--- src/rtl/ssrg_defines.svh ---
// constants for the soft start ramp generator
`ifndef SSRG_DEFINES_SVH
`define SSRG_DEFINES_SVH
`define SSRG_CEIL_MIN_PCT 10'h0C8
`define SSRG_CEIL_MAX_PCT 10'h258
`define SSRG_FULL_VOLT 16'hFFFF
`define SSRG_TICK_NS 1000000
`define SSRG_CLK_NS 100
`define SSRG_TICK_CYC (`SSRG_TICK_NS / `SSRG_CLK_NS)
`define SSRG_PROF_VV 3'h1
`define SSRG_PROF_CC 3'h2
`define SSRG_PROF_VC 3'h3
`define SSRG_PROF_CV 3'h4
`define SSRG_KP_SHIFT 2
`endif

--- src/rtl/ssrg_pkg.sv ---
// types for the soft start ramp generator
package ssrg_pkg;
    typedef enum logic [3:0] {
        SSRG_IDLE = 4'b0001,
        SSRG_RAMP = 4'b0010,
        SSRG_LIMIT = 4'b0100,
        SSRG_DONE = 4'b1000
    } ssrg_state_t;
endpackage

--- src/rtl/ssrg_ramp_gen.sv ---
// soft start ramp generator: voltage or current set-point during acceleration
`timescale 1ns/1ps
`include "ssrg_defines.svh"

module ssrg_ramp_gen #(
    parameter int TICK_CYC = `SSRG_TICK_CYC,
    parameter int TIME_W = 16
) (
    input wire logic clk,
    input wire logic resetn,
    input wire logic start_cmd,
    input wire logic ramp2_select_pin,
    input wire logic at_speed_pin,
    input wire logic overload_trip,
    input wire logic [2:0] ramp_profile_select,
    input wire logic [15:0] ramp1_initial_voltage,
    input wire logic [15:0] ramp1_initial_current,
    input wire logic [TIME_W-1:0] ramp1_accel_time,
    input wire logic [9:0] ramp1_current_ceiling,
    input wire logic [15:0] ramp2_initial_voltage,
    input wire logic [15:0] ramp2_initial_current,
    input wire logic [TIME_W-1:0] ramp2_accel_time,
    input wire logic [9:0] ramp2_current_ceiling,
    input wire logic [15:0] motor_current,
    output logic [15:0] voltage_out,
    output logic [15:0] current_setpoint,
    output logic current_mode,
    output logic current_limit_active,
    output logic ramp_active,
    output logic ramp_done
);
    // refuse sizes the tick counter and 16-bit step math cannot serve
    if (TICK_CYC < 1 || TIME_W < 1 || TIME_W > 16) begin : g_bad_params
        $error("ssrg_ramp_gen: unsupported parameters");
    end

    // current in percent of rated, 16 bits; ceilings in percent
    function automatic logic [9:0] clamp_ceil(input logic [9:0] c);
        if (c < `SSRG_CEIL_MIN_PCT) begin
            return `SSRG_CEIL_MIN_PCT;
        end else if (c > `SSRG_CEIL_MAX_PCT) begin
            return `SSRG_CEIL_MAX_PCT;
        end
        return c;
    endfunction

    function automatic logic [15:0] step_of(input logic [15:0] lo, input logic [15:0] hi,
                                            input logic [TIME_W-1:0] t);
        logic [15:0] span;
        logic [16:0] num;
        span = (hi > lo) ? hi - lo : 16'h0000;
        if (t == '0) begin
            return 16'hFFFF;
        end
        num = {1'b0, span} + 17'(t) - 17'h00001;
        return (span == 16'h0000) ? 16'h0001 : 16'(num / 17'(t));
    endfunction

    function automatic logic [15:0] sat_add(input logic [15:0] a, input logic [15:0] b,
                                            input logic [15:0] lim);
        logic [16:0] s;
        s = {1'b0, a} + {1'b0, b};
        return (s >= {1'b0, lim}) ? lim : s[15:0];
    endfunction

    // pin synchronisers
    logic [1:0] sel_sync_r;
    logic [1:0] spd_sync_r;
    always_ff @(posedge clk or negedge resetn) begin
        if (!resetn) begin
            sel_sync_r <= 2'h0;
            spd_sync_r <= 2'h0;
        end else begin
            sel_sync_r <= {sel_sync_r[0], ramp2_select_pin};
            spd_sync_r <= {spd_sync_r[0], at_speed_pin};
        end
    end
    logic use_ramp2;
    logic at_speed;
    assign use_ramp2 = sel_sync_r[1];
    assign at_speed = spd_sync_r[1];

    // active set and ramp type
    logic cur_type;
    logic [15:0] init_lvl;
    logic [TIME_W-1:0] acc_time;
    logic [9:0] ceil_pct;
    logic [15:0] ceil_cur;
    always_comb begin
        case (ramp_profile_select)
            `SSRG_PROF_CC: cur_type = 1'b1;
            `SSRG_PROF_VC: cur_type = use_ramp2;
            `SSRG_PROF_CV: cur_type = !use_ramp2;
            default: cur_type = 1'b0;
        endcase
        if (use_ramp2) begin
            init_lvl = cur_type ? ramp2_initial_current : ramp2_initial_voltage;
            acc_time = ramp2_accel_time;
            ceil_pct = clamp_ceil(ramp2_current_ceiling);
        end else begin
            init_lvl = cur_type ? ramp1_initial_current : ramp1_initial_voltage;
            acc_time = ramp1_accel_time;
            ceil_pct = clamp_ceil(ramp1_current_ceiling);
        end
        ceil_cur = {6'h00, ceil_pct};
    end
    logic no_limit;
    assign no_limit = (ceil_pct == `SSRG_CEIL_MAX_PCT);

    // control tick
    logic [31:0] tick_cnt_r;
    logic tick;
    assign tick = (tick_cnt_r == 32'(TICK_CYC - 1));
    always_ff @(posedge clk or negedge resetn) begin
        if (!resetn) begin
            tick_cnt_r <= 32'h0;
        end else if (tick || !ramp_active) begin
            tick_cnt_r <= 32'h0;
        end else begin
            tick_cnt_r <= tick_cnt_r + 32'h1;
        end
    end

    ssrg_pkg::ssrg_state_t state_r;
    logic over_ceil;
    // live compare: a noisy current reading can toggle limiting
    assign over_ceil = !no_limit && (motor_current >= ceil_cur);

    always_ff @(posedge clk or negedge resetn) begin
        if (!resetn) begin
            state_r <= ssrg_pkg::SSRG_IDLE;
        end else if (!start_cmd || overload_trip) begin
            state_r <= ssrg_pkg::SSRG_IDLE;
        end else begin
            case (state_r)
                ssrg_pkg::SSRG_IDLE: state_r <= ssrg_pkg::SSRG_RAMP;
                ssrg_pkg::SSRG_RAMP, ssrg_pkg::SSRG_LIMIT: begin
                    if (at_speed) begin
                        state_r <= ssrg_pkg::SSRG_DONE;
                    end else if (over_ceil) begin
                        state_r <= ssrg_pkg::SSRG_LIMIT;
                    end else begin
                        state_r <= ssrg_pkg::SSRG_RAMP;
                    end
                end
                ssrg_pkg::SSRG_DONE: state_r <= ssrg_pkg::SSRG_DONE;
                default: state_r <= ssrg_pkg::SSRG_IDLE;
            endcase
        end
    end

    assign ramp_active = (state_r == ssrg_pkg::SSRG_RAMP) || (state_r == ssrg_pkg::SSRG_LIMIT);
    assign ramp_done = (state_r == ssrg_pkg::SSRG_DONE);
    assign current_limit_active = (state_r == ssrg_pkg::SSRG_LIMIT);

    // step computed once per start, at launch
    // rounded up so the ramp never outlasts the accel time
    logic [15:0] step_r;
    logic [15:0] target;
    assign target = cur_type ? ceil_cur : `SSRG_FULL_VOLT;
    always_ff @(posedge clk or negedge resetn) begin
        if (!resetn) begin
            step_r <= 16'h0000;
        end else if (state_r == ssrg_pkg::SSRG_IDLE) begin
            step_r <= step_of(init_lvl, target, acc_time);
        end
    end

    always_ff @(posedge clk or negedge resetn) begin
        if (!resetn) begin
            current_mode <= 1'b0;
        end else if (state_r == ssrg_pkg::SSRG_IDLE) begin
            current_mode <= cur_type;
        end
    end

    // current reference ramp
    always_ff @(posedge clk or negedge resetn) begin
        if (!resetn) begin
            current_setpoint <= 16'h0000;
        end else if (state_r == ssrg_pkg::SSRG_IDLE) begin
            current_setpoint <= cur_type ? init_lvl : ceil_cur;
        end else if (ramp_active && tick && current_mode) begin
            current_setpoint <= sat_add(current_setpoint, step_r, ceil_cur);
        end
    end

    // while limited a voltage ramp freezes the voltage; current then follows the load
    // output voltage: open ramp, limit hold, or proportional trim on current error
    logic [15:0] err_step;
    assign err_step = (current_setpoint > motor_current) ?
        16'((current_setpoint - motor_current) >> `SSRG_KP_SHIFT) :
        16'((motor_current - current_setpoint) >> `SSRG_KP_SHIFT);
    always_ff @(posedge clk or negedge resetn) begin
        if (!resetn) begin
            voltage_out <= 16'h0000;
        end else if (state_r == ssrg_pkg::SSRG_IDLE) begin
            voltage_out <= cur_type ? 16'h0000 : init_lvl;
        end else if (state_r == ssrg_pkg::SSRG_DONE) begin
            voltage_out <= `SSRG_FULL_VOLT;
        end else if (tick) begin
            if (current_mode) begin
                // closed loop: move voltage toward current reference
                if (motor_current < current_setpoint) begin
                    voltage_out <= sat_add(voltage_out, err_step, `SSRG_FULL_VOLT);
                end else if (voltage_out > err_step) begin
                    voltage_out <= voltage_out - err_step;
                end else begin
                    voltage_out <= 16'h0000;
                end
            end else if (state_r == ssrg_pkg::SSRG_RAMP) begin
                voltage_out <= sat_add(voltage_out, step_r, `SSRG_FULL_VOLT);
            end
        end
    end
endmodule

--- config.mk ---
export PLATFORM = sky130hd
export DESIGN_NAME = ssrg_ramp_gen
export DESIGN_NICKNAME = d
export VERILOG_FILES = /design/src/rtl/ssrg_pkg.sv /design/src/rtl/ssrg_ramp_gen.sv
export VERILOG_INCLUDE_DIRS = /design/src /design/src/rtl
export SDC_FILE = /design/constraint.sdc
export NUM_CORES = 1
export LEC_CHECK = 0
export ABC_AREA = 1
export BUFFER_PORTS_ARGS = -buffer_cell sky130_fd_sc_hd__buf_2
export CAP_MARGIN = 15
export CELL_PAD_IN_SITES_DETAIL_PLACEMENT = 0
export CELL_PAD_IN_SITES_GLOBAL_PLACEMENT = 1
export CORE_AREA = 8 8 293 295
export DETAILED_ROUTE_END_ITERATION = 7
export DIE_AREA = 0 0 301 303
export PLACE_DENSITY_LB_ADDON = 0.1
export SETUP_SLACK_MARGIN = 0.4
export SKIP_LAST_GASP = 1
export SLEW_MARGIN = 20
export SYNTH_ARGS = -nofsm -noshare
export SYNTH_HDL_FRONTEND = slang
export SYNTH_SLANG_ARGS = --single-unit
--- constraint.sdc ---
create_clock -name clk -period 47.1 [get_ports clk]
set_clock_uncertainty 0.2 [all_clocks]
set_input_delay 0 -clock clk [delete_from_list [all_inputs] [get_ports clk]]
set_output_delay 0 -clock clk [all_outputs]
set_load 0.01 [all_outputs]
=== Word level (Yosys, flattened, before mapping) ===
Index checks and enable logic that the tools add are counted.

* Register bits: 89
* Output and inout bits: 36

* Divide/modulo/power cells: 1
* Add/sub/neg operators: 10
* Reduce and logical (&&, ||, !) cells: 17
* Equal/unequal tests: 9
* $lt $le $gt $ge: 12
* Muxes and demuxes: 45

{| class="wikitable"
|+ Operator list
! kind !! count
|-
| 16-bit two-way mux || 23
|-
| 10-bit two-way mux || 7
|-
| 16-bit by 16-bit adder with 17-bit output || 3
|-
| 16-bit subtractor || 3
|-
| 17-bit by 16-bit greater-or-equal comparator with 1-bit output (second input constant) || 2
|-
| 32-bit by 1-bit adder with 32-bit output (second input constant) || 1
|-
| 32-bit by 14-bit equality test with 1-bit output (second input constant) || 1
|-
| 16-bit > comparator || 2
|-
| 16-bit zero test || 2
|-
| 32-bit two-way mux || 1
|-
| 10-bit > comparator (second input constant) || 2
|-
| 10-bit by 8-bit < comparator with 1-bit output (second input constant) || 2
|-
| 16-bit by 14-bit adder with 17-bit output || 1
|-
| 17-bit by 16-bit divider with 17-bit output || 1
|-
| 17-bit by 10-bit greater-or-equal comparator with 1-bit output || 1
|-
| 17-bit by 1-bit subtractor with 17-bit output (second input constant) || 1
|-
| 16-bit by 10-bit greater-or-equal comparator with 1-bit output || 1
|-
| 16-bit by 14-bit > comparator with 1-bit output || 1
|-
| 16-bit < comparator || 1
|-
| 16-bit by 14-bit subtractor with 16-bit output || 1
|-
| 14-bit two-way mux || 1
|-
| 4-bit case mux with 3 select lines || 1
|-
| 10-bit equality test (second input constant) || 1
|-
| 1-bit two-way mux || 8
|-
| other kinds (17) || 26
|}

=== Logic depth before layout (Yosys ltp) ===
* Depth after elaboration: 14
* Gate-level depth with buffers: 294
* Mapped depth without buffers: 285

=== Least setup slack after synthesis ===
No wires, ideal clock.

* Kind: register to register
* Start point: reg sel_sync_r[1]
* End point: reg step_r[0]
* Buffers on the path: 12
* Library setup time: 121 ps
* Slack: 15644 ps
* Stages on the path, launching flop included: 285
* Arrival time: 31136 ps
* Data required time: 46779 ps
* Cells stage by stage: dfrtp_1 -> inv_2 -> buf_6 -> buf_6 -> a22oi_1 -> nand2_1 -> clkinv_1 -> clkbuf_1 -> buf_1 -> clkbuf_1 -> nand2_1 -> ha_1 -> nand2_1 -> nand2_1 -> a21oi_1 -> nor2_1 -> o21ai_0 -> nand2_1 -> [249 not listed] -> o21ai_0 -> ha_1 -> nand2_1 -> nor2_1 -> a211oi_1 -> o21ai_0 -> a21oi_1 -> nor2_1 -> nor2_1 -> o21ai_0 -> nand2_1 -> inv_1 -> nor2_1 -> o21ai_0 -> a211oi_1 -> o211ai_1 -> inv_1 -> a21oi_1

* Cells in the longest elaborated chain, start to end: 11
* Elaborated cells between the ends (all ways): 20

{| class="wikitable"
|+ RTL lines
! item !! line !! text
|-
| from (decl) || ssrg_ramp_gen.sv:67 || <nowiki>logic [1:0] sel_sync_r;</nowiki>
|-
| from (signal assigned) || ssrg_ramp_gen.sv:74 || <nowiki>sel_sync_r <= {sel_sync_r[0], ramp2_select_pin};</nowiki>
|-
| 1-bit zero test || ssrg_ramp_gen.sv:93 || <nowiki>`SSRG_PROF_CV: cur_type = !use_ramp2;</nowiki>
|-
| 1-bit case mux with 3 select lines (*) || ssrg_ramp_gen.sv:90 || <nowiki>case (ramp_profile_select)</nowiki>
|-
| net cur_type || ssrg_ramp_gen.sv:84 || <nowiki>logic cur_type;</nowiki>
|-
| 16-bit two-way mux (on tied branches) || ssrg_ramp_gen.sv:101, ssrg_ramp_gen.sv:97 ||
|-
| 16-bit two-way mux || ssrg_ramp_gen.sv:96 || <nowiki>if (use_ramp2) begin</nowiki>
|-
| 16-bit subtractor / 16-bit > comparator (equally long branches) || ssrg_ramp_gen.sv:51 || <nowiki>span = (hi > lo) ? hi - lo : 16'h0000;</nowiki>
|-
| 16-bit two-way mux (*) || ssrg_ramp_gen.sv:51 ||
|-
| 16-bit by 16-bit adder with 17-bit output || ssrg_ramp_gen.sv:55 || <nowiki>num = {1'b0, span} + 17'(t) - 17'h00001;</nowiki>
|-
| 17-bit by 1-bit subtractor with 17-bit output || ssrg_ramp_gen.sv:55 ||
|-
| 17-bit by 16-bit divider with 17-bit output || ssrg_ramp_gen.sv:56 || <nowiki>return (span == 16'h0000) ? 16'h0001 : 16'(num / 17'(t));</nowiki>
|-
| 16-bit two-way mux (*) || ssrg_ramp_gen.sv:56 ||
|-
| 16-bit two-way mux (*) || ssrg_ramp_gen.sv:55 ||
|-
| to (signal assigned) || ssrg_ramp_gen.sv:165 || <nowiki>step_r <= step_of(init_lvl, target, acc_time);</nowiki>
|-
| to (decl) || ssrg_ramp_gen.sv:158 || <nowiki>logic [15:0] step_r;</nowiki>
|}

Mark *: on every way through the listed nets, which the timed path passes. The rest lies on a longest branch. The select of a mux whose other input is x is not followed.
A chain may end at the register's enable or synchronous reset.

=== Final worst setup path ===
* Start point: reg sel_sync_r[1]
* End point: reg step_r[0]

* Cells in the longest elaborated chain, start to end: 11
* Elaborated cells between the ends (all ways): 20

{| class="wikitable"
|+ RTL lines
! item !! line
|-
| 1-bit zero test || ssrg_ramp_gen.sv:93
|-
| 1-bit case mux with 3 select lines || ssrg_ramp_gen.sv:90
|-
| 16-bit two-way mux (on tied branches) || ssrg_ramp_gen.sv:101, ssrg_ramp_gen.sv:97
|-
| 16-bit two-way mux || ssrg_ramp_gen.sv:96
|-
| 16-bit subtractor / 16-bit > comparator (equally long branches) || ssrg_ramp_gen.sv:51
|-
| 16-bit two-way mux || ssrg_ramp_gen.sv:51
|-
| 16-bit by 16-bit adder with 17-bit output || ssrg_ramp_gen.sv:55
|-
| 17-bit by 1-bit subtractor with 17-bit output || ssrg_ramp_gen.sv:55
|-
| 17-bit by 16-bit divider with 17-bit output || ssrg_ramp_gen.sv:56
|-
| 16-bit two-way mux || ssrg_ramp_gen.sv:56
|-
| 16-bit two-way mux (*) || ssrg_ramp_gen.sv:55
|}

Mark *: on every way between the ends. The rest lies on a longest branch, timed or not. The select of a mux whose other input is x is not followed.

==> metrics.txt <==
worst-margin pin slew 1.11 ns; CTS Buf Count 9; Synth top cells by count 709 x nand2_1, 474 x inv_1, 324 x ha_1; vias in the first global route 20,366; setup TNS 0 ns; Max clock buf depth 2; Worst EP required 47.16 ns; clk_lat worst skew 0.38 ns; Resized Gates After CTS 0; Worst-path clk slew ~0.080 ns; first-pass GRT wire length ~120 mm; count of unique library cells instantiated by Yosys 66; CTS root buf clkbuf_16; Clock Sinks 89; status finished clean; Area Overhead vs Synth 13.3%; ys async rst share 1.00; CP max stage delay 0.65 ns; post-synthesis mux area share 0.00310; Placed Instances 4,266; H-tree Lvls 3; grt ovf 0; DRT Pass-1 Iters 5; max-slew violation count 0; Rows 105; Max Cap Violations 0; DRC errors left 0; Vias per Instance 4.66; routed via count between 20,000 and 25,000; most frequent cell after synthesis nand2_1; Tmin final 38.98 ns; total die area a little over 90,000 um^2; Compound-Gate Fraction of Synth Area 0.202; Rel. slew slack 0.257; layout net count 3,688; Hold Vio Cnt, Final 0; ant diodes 0; largest family of logic cells by synthesized area simple AND/OR/NAND/NOR gates; share of the synthesized area in the top cell type 0.210; Tot GR Track Use 0.166; fmax between 0.02 and 0.03 GHz; Top FF cell, synth dfrtp_1; initial core utilization 0.238; buffers added on ports 176; CTS tree built; io pins 177; largest area contributor in the netlist ha_1; final std cells w/o fill ~4,300; post-synthesis adder-cell area fraction 0.216; post-synthesis simple-gate area fraction 0.281; WP data arrival 39.04 ns; die width 301 um; synth top area cells ha_1 21%, nand2_1 14%, dfrtp_1 11%; DRT Wirelength 77.3 mm; RSZ-0062 raised after global routing false; sequential area share after synthesis 0.115; HPWL after DPL approximately 65 mm; Iteration-0 DRC Markers 907; core area 81,200 um^2; initial antenna violation count 1; GP Congestion 0.847; Max FO, Critical Path 48; Final period util 0.828; share of layout cells above drive strength 1 0.113; DR WL/cell 18.0 um; Most common cell on crit path nand2_1; largest net degree at the start of global routing 65; Worst Hold Class in -> reg; Yosys Warn Count 0; FF+latch count, synth 89; xor and xnor area share after synthesis 0.0711; Post-Syn Area per Cell 6.33 um^2; Crit-path slowest cell clkinv_1; antenna-violating nets left 0; Post-Syn Instances 3,058; CP startpoint kind flip-flop; CP Class reg -> reg; net count after synthesis 3,529; Post-Syn Area 19,300 um^2; Die Span Y 303 um; number of flops mapped to enable cells by yosys 0; setup violators final 0; Crit. End Element flip-flop
worst max-delay path: cells and delay by family, from the launching register on:
family / cells / cell delay, ns
AO/OA/AOI/OAI: 67 / 12.35
adder cells (fa/ha/maj): 20 / 6.08
buffers and inverters: 43 / 6.35
flip-flops: 1 / 0.39
AND/OR/NAND/NOR: 141 / 13.26
layout make-up:
| class | instances | area (um^2) |
|---|---|---|
| fillers | 9186 | 59300 |
| multi-input cells | 2407 | 15000 |
| flip-flops and latches | 89 | 2230 |
| inverters | 497 | 1870 |
| well taps | 1070 | 1340 |
| repair buffers | 213 | 1200 |
| clock buffers | 10 | 229 |
| clock inverters | 6 | 73.8 |
routing by layer:
metal  track usage  part of all wire  vias to the layer above
li1              -                 -                    10428
met1         0.212              0.47                     9287
met3        0.0101             0.021                       47
met5             0           0.00017                        -
met4        0.0400             0.023                        2
met2         0.302              0.49                      258
stage by stage:
| stage | hold slack (ns) | utilization | instance area [um^2] | worst slack (ns) |
|---|---|---|---|---|
| 2_1_floorplan | -0.496 | - | 19300 | 15.64 |
| 3_3_place_gp | -0.261 | 0.265 | 21500 | 8.86 |
| 3_5_place_dp | -0.258 | 0.265 | 21500 | 8.08 |
| 4_1_cts | 0.0100 | 0.270 | 21900 | 7.98 |
| 5_1_grt | 0.0319 | 0.270 | 21900 | 2.67 |
| 6_report | 0.0424 | 0.270 | 21900 | 8.12 |
flip-flops by register name, summed over array words and instances (netlist names):
signal and cells:
voltage_out 16, spd_sync_r 2, sel_sync_r 2, step_r 16, current_setpoint 16, tick_cnt_r 32
state_r 4, current_mode 1
placed cells by master, fill, tap and decap left out, types with 17 or more instances in the layout:
cell / count
o21ai_0: 149
o21bai_1: 32
nor4_1: 20
xor2_1: 111
dfrtp_1: 88
nand3_1: 152
nor2_1: 220
buf_2: 175
o21ai_1: 23
inv_1: 474
nand4_1: 24
inv_2: 17
nand2_2: 26
ha_1: 324
o21ai_2: 28
xnor2_1: 46
or2_2: 37
a21oi_1: 263
nor3_1: 36
nand2_1: 708
buf_4: 28
final timing paths:
kind,from,slack (ns),end,depth (start not counted)
max,sel_sync_r[1],8.12,step_r[0],271
min,ramp1_initial_current[9],0.04,current_setpoint[9],5
max reg2reg,sel_sync_r[1],8.12,step_r[0],271
min reg2reg,sel_sync_r[0],0.15,sel_sync_r[1],0
max in group asynchronous,resetn,45.28,current_setpoint[12],4
min in group asynchronous,resetn,0.45,tick_cnt_r[20],4
kinds of logic (layout without fill, tap and decap cells):
group                    after synthesis  count (layout)
flip-flops                            89              89
buffers and inverters                562             726
multiplexers                           6               6
adder cells (fa/ha/maj)              330             330
AND/OR/NAND/NOR                     1265            1265
AO/OA/AOI/OAI                        649             649
XOR/XNOR                             157             157
what timing repair did:
item | 4_1_cts | 5_1_grt
hold buffers | 10 | 0
endpoints found under the hold margin | 32 | 0
buffers inserted | 0 | 0
Power is left out: the tool's default activity adds up to more than one toggle a clock period on the data nets, which glitch-free logic cannot reach.
